## src/pkg/efps_pkg.sv

```systemverilog
package efps_pkg;
	localparam int unsigned CLK_MHZ = 250;
	// Times in their own units; cycle counts derive from the clock rate
	localparam int unsigned INSERTION_DELAY_US = 1000;
	localparam int unsigned DISCHARGE_QUALIFY_US = 100;
	localparam int unsigned STARTUP_TIMEOUT_US = 50000;
	localparam int unsigned RETRY_DELAY_US = 1000;
	localparam int unsigned OVERVOLTAGE_RESPONSE_NS = 1000;
	localparam int unsigned INSERTION_DELAY_SETTING_CYC = INSERTION_DELAY_US * CLK_MHZ;
	localparam int unsigned QOD_CYC = DISCHARGE_QUALIFY_US * CLK_MHZ;
	localparam int unsigned SU_TMR_CYC = STARTUP_TIMEOUT_US * CLK_MHZ;
	localparam int unsigned RETRY_CYC = RETRY_DELAY_US * CLK_MHZ;
	// Longest time rounds down; the design answers in two cycles anyway
	localparam int unsigned OVP_CYC = (OVERVOLTAGE_RESPONSE_NS * CLK_MHZ)
		/ 1000;
	// Register byte addresses
	localparam logic [7:0] ADDR_CONFIG = 8'h00;
	localparam logic [7:0] ADDR_UV_THR = 8'h04;
	localparam logic [7:0] ADDR_OV_THR = 8'h08;
	localparam logic [7:0] ADDR_OV_HYST = 8'h0c;
	localparam logic [7:0] ADDR_INSERTION_DELAY_SETTING = 8'h10;
	localparam logic [7:0] ADDR_BLANK = 8'h14;
	localparam logic [7:0] ADDR_OC_REF = 8'h18;
	localparam logic [7:0] ADDR_STATUS = 8'h1c;
	localparam logic [7:0] ADDR_MASK = 8'h20;
	localparam logic [7:0] ADDR_STATE = 8'h24;
	// Configuration field positions
	localparam int unsigned CFG_RETRY = 0;
	localparam int unsigned CFG_REF_EXT = 1;
	localparam int unsigned CFG_SLEW_LO = 9;
	localparam int unsigned CFG_SLEW_HI = 10;
	// Status bit positions
	localparam int unsigned ST_UV = 0;
	localparam int unsigned ST_OV = 1;
	localparam int unsigned ST_CB = 2;
	localparam int unsigned ST_FT = 3;
	localparam int unsigned ST_OC_DET = 4;
	localparam int unsigned ST_SU_TMO = 6;
	// Reset values
	localparam logic [31:0] CONFIG_RST = 32'h0000_0400;
	localparam logic [11:0] UV_THR_RST = 12'h200;
	localparam logic [11:0] OV_THR_RST = 12'hc00;
	localparam logic [11:0] OV_HYST_RST = 12'h040;
	localparam logic [31:0] BLANK_RST = 32'h0000_03e8;
	localparam logic [11:0] OC_REF_RST = 12'h800;
	localparam logic [6:0] MASK_RST = 7'h00;
	typedef enum logic [2:0] {
		S_OFF, S_INSERT, S_IDLE, S_START, S_ON, S_FAULT
	} efps_state_e;
endpackage

```

## src/rtl/efps_top.sv

```systemverilog
// Contract
// - Switch off on bias or input undervoltage
// - Written undervoltage threshold is applied
// - Enable input compared at two levels
// - Middle enable: off, discharge after qualify
// - Shutdown level clears faults, flags, config
// - Insertion delay after bias, ignoring enable
// - Insertion delay is programmable
// - Overvoltage turns switch off promptly
// - Below falling threshold, ramp back on
// - Slew field bits 10:9 select ramp factor
// - Start-up timeout flags fault
// - Timeout sets bit 6, fault low, retry
// - Four overcurrent tiers
// - Breaker trips after full blanking interval
// - Reference from register or reference pin
// - Conduct only with both enables high
// - Blanking timer restarts when overcurrent clears
//
// Chosen here: the placing of the registers and the APB slave port.
`timescale 1ns/10ps
`default_nettype none
module efps_top #(
	parameter int unsigned INSERTION_DELAY_SETTING_DEF = efps_pkg::INSERTION_DELAY_SETTING_CYC,
	parameter int unsigned QOD_LIM = efps_pkg::QOD_CYC,
	parameter int unsigned SU_TMR_LIM = efps_pkg::SU_TMR_CYC,
	parameter int unsigned RETRY_LIM = efps_pkg::RETRY_CYC
) (
	input wire logic sys_clk, // 250 MHz clock
	input wire logic nrst, // Synchronous reset, active low
	input wire logic psel, // APB select
	input wire logic penable, // APB enable
	input wire logic pwrite, // APB direction
	input wire logic [7:0] paddr, // APB byte address
	input wire logic [31:0] pwdata, // APB write data
	output logic [31:0] prdata, // APB read data
	output logic pready, // APB ready
	output logic pslverr, // APB error, unmapped address
	input wire logic bias_ok, // Bias supply above fixed threshold
	input wire logic enable_undervoltage_input, // Enable above on level
	input wire logic enable_above_shutdown, // Enable above shutdown level
	input wire logic switch_enable_input, // Switch enable pin
	input wire logic [11:0] vin_code, // Input voltage code
	input wire logic [11:0] current_monitor_code, // Sensed current code
	input wire logic [11:0] reference_pin_code, // External reference code
	input wire logic fast_trip_det, // Fast-trip comparator
	input wire logic switch_fully_on, // Switch fully enhanced
	output logic switch_on, // Switch gate enable
	output logic ramp_active, // Slew-controlled ramp running
	output logic [1:0] slew_scale, // Ramp factor code to slew stage
	output logic current_limit, // Start-up current regulation
	output logic discharge, // Output discharge enable
	output logic fault_output_n, // Fault output, active low
	output logic irq // Interrupt, active high level
);
	logic [31:0] config_q;
	logic [11:0] uv_thr_q;
	logic [11:0] ov_thr_q;
	logic [11:0] ov_hyst_q;
	logic [11:0] oc_ref_q;
	logic [31:0] insertion_delay_setting_q;
	logic [31:0] blank_q;
	logic [6:0] status_q;
	logic [6:0] mask_q;
	logic [6:0] status_set;
	logic [31:0] prdata_q;
	logic [31:0] rd_d;
	logic pready_q;
	logic pslverr_q;
	logic rd_ok;
	logic access_go;
	logic wr_go;
	efps_pkg::efps_state_e state_q;
	logic [31:0] ins_cnt_q;
	logic [31:0] qod_cnt_q;
	logic [31:0] su_cnt_q;
	logic [31:0] blank_cnt_q;
	logic [31:0] retry_cnt_q;
	logic ov_q;
	logic sd_clear;
	logic uv_lock;
	logic oc_det;
	logic both_en;
	logic [11:0] oc_ref;
	logic [11:0] ov_fall;
	logic cb_trip;
	logic su_tmo;
	logic ft_trip;
	logic retry_auto;
	logic run_ok;
	logic start_go;
	logic sw_d;
	logic sw_q;
	logic ramp_q;
	logic ilim_q;
	logic dis_q;
	logic flt_n_q;
	logic irq_q;
	logic [1:0] slew_q;

	// Shutdown level behaves as a full reset of soft state
	assign sd_clear = !enable_above_shutdown;
	assign uv_lock = !bias_ok || (vin_code < uv_thr_q);
	assign both_en = enable_undervoltage_input
		&& switch_enable_input;
	assign oc_ref = config_q[efps_pkg::CFG_REF_EXT] ?
		reference_pin_code : oc_ref_q;
	assign oc_det = current_monitor_code > oc_ref;
	assign ov_fall = (ov_thr_q > ov_hyst_q) ?
		(ov_thr_q - ov_hyst_q) : 12'h000;
	assign retry_auto = config_q[efps_pkg::CFG_RETRY];
	assign cb_trip = (state_q == efps_pkg::S_ON) && oc_det
		&& (blank_cnt_q >= blank_q);
	assign ft_trip = fast_trip_det && ((state_q == efps_pkg::S_ON)
		|| (state_q == efps_pkg::S_START));
	assign su_tmo = (state_q == efps_pkg::S_START) && !switch_fully_on
		&& (su_cnt_q >= SU_TMR_LIM - 1);
	assign wr_go = psel && penable && pready_q && pwrite;
	assign access_go = psel && penable && !pready_q;
	// Leaving idle and staying on share one gate condition, so the
	// switch and its ramp rise on the same edge; the current limit waits for S_START
	assign run_ok = both_en && !uv_lock && !ov_q;
	assign start_go = (state_q == efps_pkg::S_IDLE) && bias_ok && run_ok;
	assign sw_d = (start_go || (state_q == efps_pkg::S_START)
		|| (state_q == efps_pkg::S_ON)) && run_ok && !ft_trip
		&& !cb_trip && !su_tmo;

	always_comb begin
		rd_ok = 1'b1;
		rd_d = 32'h0000_0000;
		case (paddr)
		efps_pkg::ADDR_CONFIG: rd_d = config_q;
		efps_pkg::ADDR_UV_THR: rd_d = {20'h00000, uv_thr_q};
		efps_pkg::ADDR_OV_THR: rd_d = {20'h00000, ov_thr_q};
		efps_pkg::ADDR_OV_HYST: rd_d = {20'h00000, ov_hyst_q};
		efps_pkg::ADDR_INSERTION_DELAY_SETTING: rd_d = insertion_delay_setting_q;
		efps_pkg::ADDR_BLANK: rd_d = blank_q;
		efps_pkg::ADDR_OC_REF: rd_d = {20'h00000, oc_ref_q};
		efps_pkg::ADDR_STATUS: rd_d = {25'h0000000, status_q};
		efps_pkg::ADDR_MASK: rd_d = {25'h0000000, mask_q};
		efps_pkg::ADDR_STATE: rd_d = {24'h000000, ov_q, uv_lock,
			sw_q, dis_q, 1'b0, state_q};
		default: rd_ok = 1'b0;
		endcase
	end

	// One wait state so that read data comes from a flip-flop
	always_ff @(posedge sys_clk) begin
		if (!nrst) begin
			pready_q <= 1'b0;
		end else begin
			pready_q <= access_go;
		end
	end

	// Write data is not echoed, so a write reads back as zero
	always_ff @(posedge sys_clk) begin
		if (!nrst) begin
			prdata_q <= 32'h0000_0000;
		end else if (access_go) begin
			prdata_q <= pwrite ? 32'h0000_0000 : rd_d;
		end
	end

	always_ff @(posedge sys_clk) begin
		if (!nrst) begin
			pslverr_q <= 1'b0;
		end else begin
			pslverr_q <= access_go && !rd_ok;
		end
	end

	always_ff @(posedge sys_clk) begin
		if (!nrst || sd_clear) begin
			config_q <= efps_pkg::CONFIG_RST;
			uv_thr_q <= efps_pkg::UV_THR_RST;
			ov_thr_q <= efps_pkg::OV_THR_RST;
			ov_hyst_q <= efps_pkg::OV_HYST_RST;
			insertion_delay_setting_q <= INSERTION_DELAY_SETTING_DEF;
			blank_q <= efps_pkg::BLANK_RST;
			oc_ref_q <= efps_pkg::OC_REF_RST;
			mask_q <= efps_pkg::MASK_RST;
		end else if (wr_go) begin
			case (paddr)
			efps_pkg::ADDR_CONFIG: config_q <= pwdata;
			efps_pkg::ADDR_UV_THR: uv_thr_q <= pwdata[11:0];
			efps_pkg::ADDR_OV_THR: ov_thr_q <= pwdata[11:0];
			efps_pkg::ADDR_OV_HYST: ov_hyst_q <= pwdata[11:0];
			efps_pkg::ADDR_INSERTION_DELAY_SETTING: insertion_delay_setting_q <= pwdata;
			efps_pkg::ADDR_BLANK: blank_q <= pwdata;
			efps_pkg::ADDR_OC_REF: oc_ref_q <= pwdata[11:0];
			efps_pkg::ADDR_MASK: mask_q <= pwdata[6:0];
			default: ;
			endcase
		end
	end

	always_comb begin
		status_set = 7'h00;
		status_set[efps_pkg::ST_UV] = uv_lock && (state_q != efps_pkg::S_OFF);
		status_set[efps_pkg::ST_OV] = ov_q;
		status_set[efps_pkg::ST_CB] = cb_trip;
		status_set[efps_pkg::ST_FT] = ft_trip;
		status_set[efps_pkg::ST_OC_DET] = (state_q == efps_pkg::S_ON)
			&& oc_det;
		status_set[efps_pkg::ST_SU_TMO] = su_tmo;
	end

	// Set wins over a write-one-to-clear in the same cycle
	always_ff @(posedge sys_clk) begin
		if (!nrst || sd_clear) begin
			status_q <= 7'h00;
		end else if (wr_go && (paddr == efps_pkg::ADDR_STATUS)) begin
			status_q <= (status_q & ~pwdata[6:0]) | status_set;
		end else begin
			status_q <= status_q | status_set;
		end
	end

	// Overvoltage comparator with hysteresis
	always_ff @(posedge sys_clk) begin
		if (!nrst || sd_clear) begin
			ov_q <= 1'b0;
		end else if (vin_code > ov_thr_q) begin
			ov_q <= 1'b1;
		end else if (vin_code < ov_fall) begin
			ov_q <= 1'b0;
		end
	end

	always_ff @(posedge sys_clk) begin
		if (!nrst || sd_clear) begin
			state_q <= efps_pkg::S_OFF;
		end else begin
			case (state_q)
			efps_pkg::S_OFF:
				if (bias_ok) state_q <= efps_pkg::S_INSERT;
			efps_pkg::S_INSERT: begin
				// Enable is ignored until the delay expires
				if (!bias_ok) state_q <= efps_pkg::S_OFF;
				else if (ins_cnt_q >= insertion_delay_setting_q)
					state_q <= efps_pkg::S_IDLE;
			end
			efps_pkg::S_IDLE: begin
				if (!bias_ok) state_q <= efps_pkg::S_OFF;
				else if (both_en && !uv_lock && !ov_q)
					state_q <= efps_pkg::S_START;
			end
			efps_pkg::S_START: begin
				if (ft_trip || su_tmo) state_q <= efps_pkg::S_FAULT;
				else if (!both_en || uv_lock || ov_q)
					state_q <= efps_pkg::S_IDLE;
				else if (switch_fully_on)
					state_q <= efps_pkg::S_ON;
			end
			efps_pkg::S_ON: begin
				if (ft_trip || cb_trip) state_q <= efps_pkg::S_FAULT;
				else if (!both_en || uv_lock || ov_q)
					state_q <= efps_pkg::S_IDLE;
			end
			efps_pkg::S_FAULT: begin
				if (retry_auto && retry_cnt_q >= RETRY_LIM - 1)
					state_q <= efps_pkg::S_IDLE;
				else if (!enable_undervoltage_input)
					state_q <= efps_pkg::S_IDLE;
			end
			default: state_q <= efps_pkg::S_OFF;
			endcase
		end
	end

	// Timers restart whenever their entry condition is absent
	always_ff @(posedge sys_clk) begin
		if (!nrst || state_q != efps_pkg::S_INSERT) begin
			ins_cnt_q <= 32'h0000_0000;
		end else if (ins_cnt_q < insertion_delay_setting_q) begin
			ins_cnt_q <= ins_cnt_q + 32'h0000_0001;
		end
	end

	always_ff @(posedge sys_clk) begin
		if (!nrst || state_q != efps_pkg::S_START) begin
			su_cnt_q <= 32'h0000_0000;
		end else if (su_cnt_q < SU_TMR_LIM) begin
			su_cnt_q <= su_cnt_q + 32'h0000_0001;
		end
	end

	always_ff @(posedge sys_clk) begin
		if (!nrst || state_q != efps_pkg::S_ON || !oc_det) begin
			blank_cnt_q <= 32'h0000_0000;
		end else if (blank_cnt_q < blank_q) begin
			blank_cnt_q <= blank_cnt_q + 32'h0000_0001;
		end
	end

	always_ff @(posedge sys_clk) begin
		if (!nrst || state_q != efps_pkg::S_FAULT) begin
			retry_cnt_q <= 32'h0000_0000;
		end else if (retry_cnt_q < RETRY_LIM) begin
			retry_cnt_q <= retry_cnt_q + 32'h0000_0001;
		end
	end

	// Middle enable region: digital state kept, discharge after qualify
	always_ff @(posedge sys_clk) begin
		if (!nrst || sd_clear || enable_undervoltage_input) begin
			qod_cnt_q <= 32'h0000_0000;
			dis_q <= 1'b0;
		end else if (qod_cnt_q >= QOD_LIM - 1) begin
			dis_q <= 1'b1;
		end else begin
			qod_cnt_q <= qod_cnt_q + 32'h0000_0001;
		end
	end

	// Switch drops in the same edge as the cause, one edge later for overvoltage via ov_q, well inside response time
	always_ff @(posedge sys_clk) begin
		if (!nrst || sd_clear) begin
			sw_q <= 1'b0;
		end else begin
			sw_q <= sw_d;
		end
	end

	// Ramp starts with the gate so every turn-on is slew controlled
	always_ff @(posedge sys_clk) begin
		if (!nrst || sd_clear) begin
			ramp_q <= 1'b0;
		end else begin
			ramp_q <= sw_d && !switch_fully_on && (start_go
				|| state_q == efps_pkg::S_START);
		end
	end

	always_ff @(posedge sys_clk) begin
		if (!nrst || sd_clear) begin
			ilim_q <= 1'b0;
		end else begin
			ilim_q <= sw_d && (state_q == efps_pkg::S_START)
				&& oc_det;
		end
	end

	always_ff @(posedge sys_clk) begin
		if (!nrst || sd_clear) begin
			slew_q <= 2'b10;
		end else begin
			slew_q <= config_q[efps_pkg::CFG_SLEW_HI:efps_pkg::CFG_SLEW_LO];
		end
	end

	// Fault pin follows the latched fault state and its causes
	always_ff @(posedge sys_clk) begin
		if (!nrst || sd_clear) begin
			flt_n_q <= 1'b1;
		end else begin
			flt_n_q <= !((state_q == efps_pkg::S_FAULT) || su_tmo
				|| ft_trip || cb_trip);
		end
	end

	// New sets count at once so a same-cycle clear cannot hide them
	always_ff @(posedge sys_clk) begin
		if (!nrst || sd_clear) begin
			irq_q <= 1'b0;
		end else begin
			irq_q <= |((status_q | status_set) & mask_q);
		end
	end

	assign prdata = prdata_q;
	assign pready = pready_q;
	assign pslverr = pslverr_q;
	assign switch_on = sw_q;
	assign ramp_active = ramp_q;
	assign slew_scale = slew_q;
	assign current_limit = ilim_q;
	assign discharge = dis_q;
	assign fault_output_n = flt_n_q;
	assign irq = irq_q;
endmodule
`default_nettype wire

```

## config.mk

```make
export PLATFORM = sky130hd
export DESIGN_NAME = efps_top
export DESIGN_NICKNAME = d
export VERILOG_FILES = /design/src/pkg/efps_pkg.sv /design/src/rtl/efps_top.sv
export SDC_FILE = /design/constraint.sdc
export NUM_CORES = 1
export LEC_CHECK = 0
export BUFFER_PORTS_ARGS = -buffer_cell sky130_fd_sc_hd__buf_2
export CAP_MARGIN = 10
export CORE_MARGIN = 2
export CORE_UTILIZATION = 37
export DETAILED_ROUTE_END_ITERATION = 8
export HOLD_SLACK_MARGIN = 0.06
export SYNTH_ARGS = -nofsm -noshare
export SYNTH_HDL_FRONTEND = slang
export SYNTH_SLANG_ARGS = --single-unit
```

## constraint.sdc

```tcl
create_clock -name sys_clk -period 6.7 [get_ports sys_clk]
set_clock_uncertainty 0.2 [all_clocks]
set_input_delay 1.34 -clock sys_clk [delete_from_list [all_inputs] [get_ports sys_clk]]
set_output_delay 1.34 -clock sys_clk [all_outputs]
set_load 0.01 [all_outputs]
```

==> out/metrics.csv, run 1 <==
metric;value;unit
outcome;complete, no violations;
Avg Vias per Cell;5.55;
detailed-route via count;16500;
Iter 0 DRT Violations;1413;
xor/xnor cell area share of the yosys netlist;4.44;%
H-tree levels;2;
ratio of cells with drive above 1 in the final layout;10.5;%
Worst Path Arrival;4.38;ns
Syn Nets;2459;
Syn-to-layout area delta;15.0;%
largest net degree at the start of global routing;83;
RR Endpoint;ov_q;
final setup fails;0;
clock-pin slew on the worst setup and hold paths;0.08;ns
Seq cells post-synth;364;
WS Path Type;reg2reg;
Num CTS Buffers;41;
CP most frequent cell;a21o_1;
Distinct cells, synth;67;
Worst setup EP type;flop;
Ys Warns;0;
DP HPWL;39100;um
proportion of synthesized area in mux cells;1.00;%
slew at the pin closest to its max-slew limit;1.12;ns
Initial Util;37.3;%
ys async rst share;0;%
Die Span Y;225;um
leading area contributor after synthesis;dfxtp_1;
# hold bufs at CTS;0;
Pre-antenna DRT Iters;9;
Main synth FF type;dfxtp_1;
CTS resizes;0;
area share of fa/ha/maj cells after synthesis;8.87;%
Yosys top cell area share;40.2;%
number of fill cells in the layout;4808;
global placer's final weighted congestion;0.916;
Peak VDD IR;0.147;mV
Die X;225;um
FMAX;243;MHz
Simple-Gate Fraction of Synth Area;23.9;%
DRC Markers;0;
Layout Nets;2542;
nature of the critical path startpoint;flop;
largest family of logic cells by synthesized area;simple AND/OR/NAND/NOR gates;
fin crit share;61.4;%
Post-CTS Setup Bufs;0;
Std-Cell Rows;81;
fin. max-slew vios;0;
routed len/inst;18.3;um
hold wc startpoint;config_q[12];
Maximum Capacitance Violations;0;
reg2reg start;ov_thr_q[0];
reg2reg setup slack;2.59;ns
fraction of the mapped netlist area in compound gates;16.8;%
final WL;54700;um
clk sinks;364;
initial antenna violation count;4;
clk root buf;clkbuf_16;
Worst-Skew Late Latency;0.59;ns
worst path cell trace;inv_1, ha_1, inv_1, fa_1, a21o_1, a21o_1, a221o_1, a211oi_1, a31oi_1, nand2_1, ha_1, a21o_1, a21o_1, a21oi_1, o21ai_0, nand3_1, nand2_1, nand3_1, o211ai_1;
Final Hold Viols;0;
Final ANT Viol Nets;0;
Boundary Pins;129;
first-pass GRT wire length;85900;um
Power Dens Cells;232;nW/um^2
post-synthesis sequential area ratio;40.2;%
Util after Layout;42.9;%
CP max stage cell;fa_1;
GRT Total Usage;21.2;%
maximum fanout along the worst path;11;
Syn Area/Cell;8.08;sq um
die area;50800;sq um
setup TNS;0;ns
grt ovf;0;
CP Data Required Time;6.97;ns
Hold Crit Depth;2;
number of global-route vias before repair;15600;
Worst Reg-to-Reg Cells;19;
Final min period;4.11;ns
WHS Endpoint;config_q[12];
relative max-transition margin;25.4;%
Mapped Cells;2244;
I/O Buffers;128;
EDFF count, synth;0;
leakage;7.69;nW
Largest stage delay, worst path;0.41;ns
RSZ-0062 raised after global routing;no;
Area contributors post-synth;dfxtp_1, ha_1, nand2_1, a21oi_1, nor2_1;
core area;48600;sq um
maximum buffer depth of the clock tree;3;
TritonCTS clock tree;built;
Mapped Area;18100;sq um
Hold Path Class;reg2reg;
==> critical path: cells and delay by family (launching register included) <==
kind            cells  cell delay, ns
buf+inv             2            0.12
compound gates     10            2.14
simple gates        4            0.38
fa+ha+maj           3            0.81
flops               1            0.34
==> routing by layer <==
layer / share of wire (%) / GRT usage [%] / vias up
met2: 45 / 34.3 / 492
li1: - / - / 8060
met1: 45 / 28.6 / 7883
met4: 2.9 / 6.86 / 2
met3: 6.5 / 3.73 / 96
met5: 0.029 / 0 / -
==> state kept, by name, indices dropped and copies added, names as in the netlist, 32 cells and up <==
signal / flops
blank_cnt_q: 32
blank_q: 32
config_q: 32
ins_cnt_q: 32
insertion_delay_setting_q: 32
prdata: 32
qod_cnt_q: 32
retry_cnt_q: 32
su_cnt_q: 32
==> how the worst max path moves through the flow <==
stage                       to  cells past startpoint   startpoint  slack (ns)
CTS                       ov_q                     19  ov_thr_q[0]        2.64
global route              ov_q                     19  ov_thr_q[0]        2.39
detailed placement  state_q[0]                     10  vin_code[8]        2.27
finish                    ov_q                     19  ov_thr_q[0]        2.59
global placement    state_q[0]                     10  vin_code[5]        2.36
floorplan           state_q[0]                      9  vin_code[8]        2.99
==> per-stage QoR <==
stage	area, sq um	setup slack (ns)	instances	hold slack [ns]	total power, mW
6_report	20900	2.59	2981	0.253	4.83
5_1_grt	20900	2.39	2979	0.272	4.97
4_1_cts	20800	2.64	2978	0.253	4.87
3_5_place_dp	19300	2.27	2905	0.245	2.38
3_3_place_gp	19300	2.36	2905	0.235	2.37
2_1_floorplan	18100	2.99	2244	0.224	2.30
==> synth_stat cells, types with 7 or more instances <==
cell	number
a21o_1	26
or4_1	9
dfxtp_1	364
xnor2_1	35
nand2_1	397
nor2_1	191
inv_1	119
and2_1	28
nor2b_1	7
a22oi_1	19
a211oi_1	7
a21oi_1	245
mux2i_1	17
and3_1	58
xor2_1	57
or3_1	29
clkbuf_1	104
a31oi_1	20
nand3_1	61
and4_1	24
nor4_1	14
a222oi_1	27
ha_1	127
o211ai_1	27
o21ai_0	48
o21a_1	8
nand2b_1	9
a22o_1	12
a221oi_1	13
nor3_1	27
nand4_1	52
==> layout by cell type, fill, tap and decap left out, drive strengths merged, types with 9 or more instances in the layout <==
| cell | n |
|---|---|
| and4 | 26 |
| nor4 | 15 |
| xnor2 | 35 |
| or3 | 30 |
| a21oi | 246 |
| o211ai | 27 |
| inv | 122 |
| a22o | 12 |
| nor3 | 28 |
| clkbuf | 53 |
| nor2 | 191 |
| dfxtp | 364 |
| nand2 | 397 |
| a31oi | 21 |
| buf | 151 |
| a222oi | 27 |
| a221oi | 14 |
| nand2b | 9 |
| a21o | 27 |
| a22oi | 19 |
| or4 | 11 |
| o21ai | 48 |
| nand4 | 52 |
| xor2 | 57 |
| nand3 | 61 |
| ha | 127 |
| and3 | 59 |
| mux2i | 17 |
| and2 | 28 |
==> final cells by class <==
| type | instances | area, sq um | share of cell area, % |
|---|---|---|---|
| multi-input combinational | 1650 | 10000 | 48.0 |
| sequential | 364 | 7290 | 34.9 |
| clock buffer | 53 | 1170 | 5.62 |
| timing repair buffer | 151 | 833 | 4.00 |
| tap | 622 | 778 | 3.73 |
| inverter | 119 | 447 | 2.14 |
| clock inverter | 20 | 320 | 1.54 |
| antenna | 2 | 5.00 | 0.0240 |
==> logic make-up after synthesis <==
family                     Yosys count
buffers and inverters              230
xor gates and xnor gates            92
and+or+nand+nor                    926
DFF                                364
AOI/OAI and AO/OA                  486
adders and majority gates          128
muxes                               18
==> power breakdown <==
part	leakage [nW]	switching, mW	internal, mW
registers	2.93	0.00620	2.17
clock network	0.733	0.983	1.52
logic	4.02	0.110	0.0513
No activity file was read; power rests on OpenSTA's default activity.
==> run 2, diff against run 1 <==
clock period = 3.6 ns   (was 6.7 ns; I/O delays follow)
==> out/metrics.csv, run 2 (synthesis gave the netlist of run 1 again) <==
metric;value;unit;change
Num CTS Buffers;43;;+4.9%
Die Span Y;225;um;unchanged
Final min period;3.49;ns;-0.621 ns
Post-Layout Cell Count;3025;;+1.5%
number of fill cells in the layout;4865;;+1.2%
commonest non-fill, non-tap cells in the layout;nand2_1, dfxtp_1, a21oi_1;;
H-tree levels;2;;unchanged
Sequential Area;7290;sq um;about the same
detailed-route via count;16700;;+1.0%
WS Path Type;reg2reg;;
Peak VDD IR;0.286;mV;+94%
area of the multi-input gates;10000;sq um;+0.32%
worst path cell trace;inv_1, ha_2, inv_2, fa_2, a21o_1, a21o_1, a221o_1, a211oi_2, a31oi_1, nand2_1, ha_4, a21o_1, a21o_1, a21oi_2, o21ai_1, nand3_1, nand2_1, nand3_1, o211ai_1;;
GRT Total Usage;21.5;%;+0.32 points
setup TNS;0;ns;unchanged
relative max-transition margin;37.9;%;+12 points
final WL;55500;um;+1.6%
CP Data Required Time;3.84;ns;-3.13 ns
Buf+Inv Stages, Crit Path;2;;unchanged
clk sinks;364;;unchanged
Worst setup EP type;flop;;
FMAX;286;MHz;+18%
die area;50800;sq um;unchanged
TritonCTS clock tree;built;;
Power Dens Cells;410;nW/um^2;+77%
Worst-Skew Late Latency;0.57;ns;-0.02 ns
Pre-antenna DRT Iters;9;;unchanged
commonest non-fill, non-tap cell in the layout;nand2_1;;
Maximum Capacitance Violations;0;;unchanged
initial antenna violation count;2;;-2
DP Cell Count;2939;;+1.2%
core area;48600;sq um;unchanged
ratio of cells with drive above 1 in the final layout;12.2;%;+1.6 points
CP max stage cell;fa_2;;
fin. max-slew vios;0;;unchanged
Layout Nets;2584;;+1.7%
first-pass GRT wire length;86600;um;+0.85%
Util after Layout;43.4;%;+0.50 points
Syn-to-layout area delta;16.4;%;
fin crit share;97.0;%;+36 points
pre-CTS setup slack;-0.116;ns;-2.39 ns
CP top delay family;compound AO/OA/AOI/OAI gates;;
Largest stage delay, worst path;0.36;ns;-0.05 ns
Iter 0 DRT Violations;1420;;+0.50%
I/O Buffers;128;;unchanged
routed len/inst;18.4;um;+0.14%
largest net degree at the start of global routing;119;;+43%
Std-Cell Rows;81;;unchanged
global placer's final weighted congestion;0.875;;-4.5%
Boundary Pins;129;;unchanged
outcome;complete, no violations;;
nature of the critical path startpoint;flop;;
leakage;7.83;nW;+1.9%
Die X;225;um;unchanged
maximum fanout along the worst path;2;;-9
# hold bufs at CTS;0;;unchanged
CP most frequent cell;a21o_1;;
Final Hold Viols;0;;unchanged
setup ws final;0.107;ns;-2.48 ns
number of global-route vias before repair;15600;;+0.28%
Final ANT Viol Nets;0;;unchanged
DP HPWL;40300;um;+3.3%
clock-pin slew on the worst setup and hold paths;0.06;ns;-0.02 ns
Worst Path Arrival;3.74;ns;-0.64 ns
clk root buf;clkbuf_16;;
final setup fails;0;;unchanged
slew at the pin closest to its max-slew limit;0.932;ns;-0.185 ns
DRC Markers;0;;unchanged
maximum buffer depth of the clock tree;3;;unchanged
Avg Vias per Cell;5.52;;-0.47%
Hold Path Class;in2reg;;
grt ovf;0;;unchanged
Initial Util;37.3;%;unchanged
## run 2: final cells by class
cell class                      instances  area share [%]
Clock inverter                         13           0.510
Tap cell                              622            3.69
Sequential cell                       364            34.5
Multi-Input combinational cell       1650            47.6
Inverter                              119            2.12
Timing Repair Buffer                  191            5.40
Antenna cell                            2          0.0237
Clock buffer                           64            6.10
## run 2: worst reg2reg max path, cell delays in order (launching register included)
cell and delay, ns:
dfxtp_2 0.31, inv_1 0.05, ha_2 0.17, inv_2 0.05
fa_2 0.36, a21o_1 0.19, a21o_1 0.18, a221o_1 0.33
a211oi_2 0.26, a31oi_1 0.08, nand2_1 0.13, ha_4 0.22
a21o_1 0.16, a21o_1 0.16, a21oi_2 0.11, o21ai_1 0.07
nand3_1 0.07, nand2_1 0.08, nand3_1 0.10, o211ai_1 0.09
## run 2: timing repair
action / CTS / global route
endpoints found under the setup margin: 1 / 1
resized for setup: 1 / 10
gates cloned: 0 / 0
buffers inserted: 1 / 6
pin swaps: 1 / 12
## run 2: metrics by stage
step           hold slack (ns)  power, mW  area [sq um]
6_report                 0.215       8.66         21100
5_1_grt                  0.222       8.94         21100
4_1_cts                  0.190       8.75         21000
3_5_place_dp             0.244       4.43         19600
3_3_place_gp             0.241       4.43         19600
2_1_floorplan            0.224       4.28         18100
## run 2: metal layers
| layer | track usage [%] | up-vias | part of all wire [%] |
|---|---|---|---|
| met3 | 3.74 | 109 | 6.7 |
| li1 | - | 8138 | - |
| met4 | 8.25 | 0 | 3.3 |
| met2 | 34.1 | 546 | 45 |
| met5 | 0 | - | 0 |
| met1 | 29.2 | 7905 | 45 |
## run 2: report_power, final
group	internal (mW)	leakage, nW	switching [mW]
Clock	2.55	0.678	1.76
Sequential	4.03	2.93	0.0118
Combinational	0.0990	4.22	0.207
## run 2: path summary, 6_finish.rpt
path / from / endpoint / slack, ns / depth (start not counted)
worst max register to register: ov_thr_q[0] / ov_q / 0.11 / 19
worst max-delay path: ov_thr_q[0] / ov_q / 0.11 / 19
worst min-delay path: pwdata[12] / insertion_delay_setting_q[12] / 0.21 / 3
worst min register to register: config_q[17] / config_q[17] / 0.26 / 2
==> run 3, diff against run 2 <==
PLACE_DENSITY_LB_ADDON = 0.15   (was default)
==> out/metrics.csv, run 3 (synthesis gave the netlist of run 1 again) <==
metric;value;unit;change
Die X;225;um;unchanged
Final min period;3.44;ns;-0.0504 ns
final setup fails;0;;unchanged
I/O Buffers;128;;unchanged
Final ANT Viol Nets;0;;unchanged
Hold Crit Depth;2;;-1
H-tree levels;2;;unchanged
Power Dens Cells;425;nW/um^2;+3.6%
Boundary Pins;129;;unchanged
number of fill cells in the layout;4888;;+0.47%
setup TNS;0;ns;unchanged
WS Path Type;reg2reg;;
Iter 0 DRT Violations;1444;;+1.7%
Worst Path Arrival;3.72;ns;-0.02 ns
Worst-Skew Late Latency;0.58;ns;about the same
reg2reg setup slack;0.16;ns;+0.05 ns
DRC Markers;0;;unchanged
Worst setup EP type;flop;;
relative max-transition margin;38.5;%;+0.63 points
TritonCTS clock tree;built;;
Peak VDD IR;0.345;mV;+21%
fin. max-slew vios;0;;unchanged
DP Cell Count;2942;;+0.10%
Worst Reg-to-Reg Cells;10;;-9
grt ovf;0;;unchanged
pre-CTS setup slack;-0.123;ns;-0.00727 ns
WHS Endpoint;ramp_active;;
commonest non-fill, non-tap cells in the layout;nand2_1, dfxtp_1, a21oi_1;;
number of global-route vias before repair;15500;;-0.79%
Die Span Y;225;um;unchanged
Post-Layout Cell Count;3024;;-0.033%
global placer's final weighted congestion;0.914;;+4.5%
clock-pin slew on the worst setup and hold paths;0.06;ns;about the same
Final Hold Viols;0;;unchanged
slew at the pin closest to its max-slew limit;0.923;ns;-0.00942 ns
maximum fanout along the worst path;3;;+1
GRT Total Usage;22.3;%;+0.72 points
Syn-to-layout area delta;16.7;%;
commonest non-fill, non-tap cell in the layout;nand2_1;;
fin crit share;95.6;%;-1.4 points
RSZ-0062 raised after global routing;no;;
Std-Cell Rows;81;;unchanged
Num CTS Buffers;44;;+2.3%
clk root buf;clkbuf_16;;
worst path cell trace;inv_1, ha_1, nand3_1, a2bb2oi_1, a211oi_1, o31ai_1, a221o_1, a21o_1, or4_1, and3_1;;
CP max stage cell;a211oi_1;;
initial antenna violation count;2;;unchanged
ratio of cells with drive above 1 in the final layout;12.1;%;-0.083 points
FMAX;291;MHz;+1.5%
CP Data Required Time;3.88;ns;+0.04 ns
DP HPWL;41600;um;+3.1%
die area;50800;sq um;unchanged
nature of the critical path startpoint;flop;;
maximum buffer depth of the clock tree;3;;unchanged
Largest stage delay, worst path;0.62;ns;+0.26 ns
detailed-route via count;16600;;-0.85%
hold wc startpoint;switch_fully_on;;
RR Endpoint;state_q[0];;
clk sinks;364;;unchanged
Pwr Total;9.00;mW;+4.0%
hold slack;0.164;ns;-0.0506 ns
routed len/inst;18.9;um;+3.2%
final WL;57300;um;+3.2%
Layout Nets;2583;;-0.039%
Pre-antenna DRT Iters;6;;-3
core area;48600;sq um;unchanged
outcome;complete, no violations;;
reg2reg start;uv_thr_q[6];;
Avg Vias per Cell;5.47;;-0.82%
largest net degree at the start of global routing;136;;+14%
Initial Util;37.3;%;unchanged
Maximum Capacitance Violations;0;;unchanged
Hold Path Class;in2reg;;
leakage;7.88;nW;+0.64%
setup ws final;0.158;ns;+0.0504 ns
first-pass GRT wire length;88400;um;+2.1%
[run 3: changes by cell type in the layout (fill, tap and decap cells not counted), sizes merged]
cell / change
clkinvlp: -2
clkinv: +3
bufinv: +5
clkbuf: -5
diode: -1
buf: -2
inv: +1
[run 3: how the worst max path moves through the flow]
stage | startpoint | endpoint | slack (ns) | cells after the start
after floorplan | ov_thr_q[0] | ov_q | 0.03 | 20
after global placement | vin_code[8] | state_q[0] | -0.05 | 10
after detailed placement | vin_code[8] | state_q[0] | -0.12 | 10
after CTS | ov_hyst_q[0] | ov_q | 0.03 | 18
after global routing | ov_thr_q[0] | ov_q | 0.01 | 19
final | uv_thr_q[6] | state_q[0] | 0.16 | 10
[run 3: through the flow]
step	area, sq um	utilization [%]
after floorplan	18100	-
after global placement	19600	40.3
after detailed placement	19600	40.3
after CTS	21100	43.4
after global routing	21200	43.5
final	21200	43.5
[run 3: what timing repair did]
action / CTS / global route
setup endpoints to repair: 1 / 2
setup buffers: 0 / 2
pin swaps: 0 / 5
resized for setup: 1 / 6
hold buffers: 0 / 0
[run 3: area by class of cell]
type	instances	area [sq um]	share of cell area, %
clock buffers	59	1240	5.85
flip-flops and latches	364	7290	34.4
multi-input cells	1650	10000	47.4
repair buffers	189	1110	5.25
clock inverters	20	263	1.24
inverters	119	447	2.11
well taps	622	778	3.68
diodes	1	2.50	0.0118
[run 3: power breakdown]
part | total [mW] | internal, mW | leakage [nW] | switching, mW
combinational | 0.316 | 0.102 | 4.21 | 0.214
clock | 4.64 | 2.84 | 0.740 | 1.80
sequential | 4.05 | 4.03 | 2.93 | 0.0112
total | 9.00 | 6.98 | 7.88 | 2.02
[run 3: metal layers]
layer	vias up	global-route usage (%)	share of wire [%]
li1	8142	-	-
met1	7824	30.2	46
met2	482	35.1	44
met3	106	4.73	6.7
met4	2	7.33	3.1
met5	-	0	0.023
[run 3: worst max-delay path: cells and delay by family, from the launching register on]
kind            cells  cell delay [ns]
compound gates      5             1.58
fa+ha+maj           1             0.28
buf+inv             1             0.09
flops               1             0.42
simple gates        3             0.77
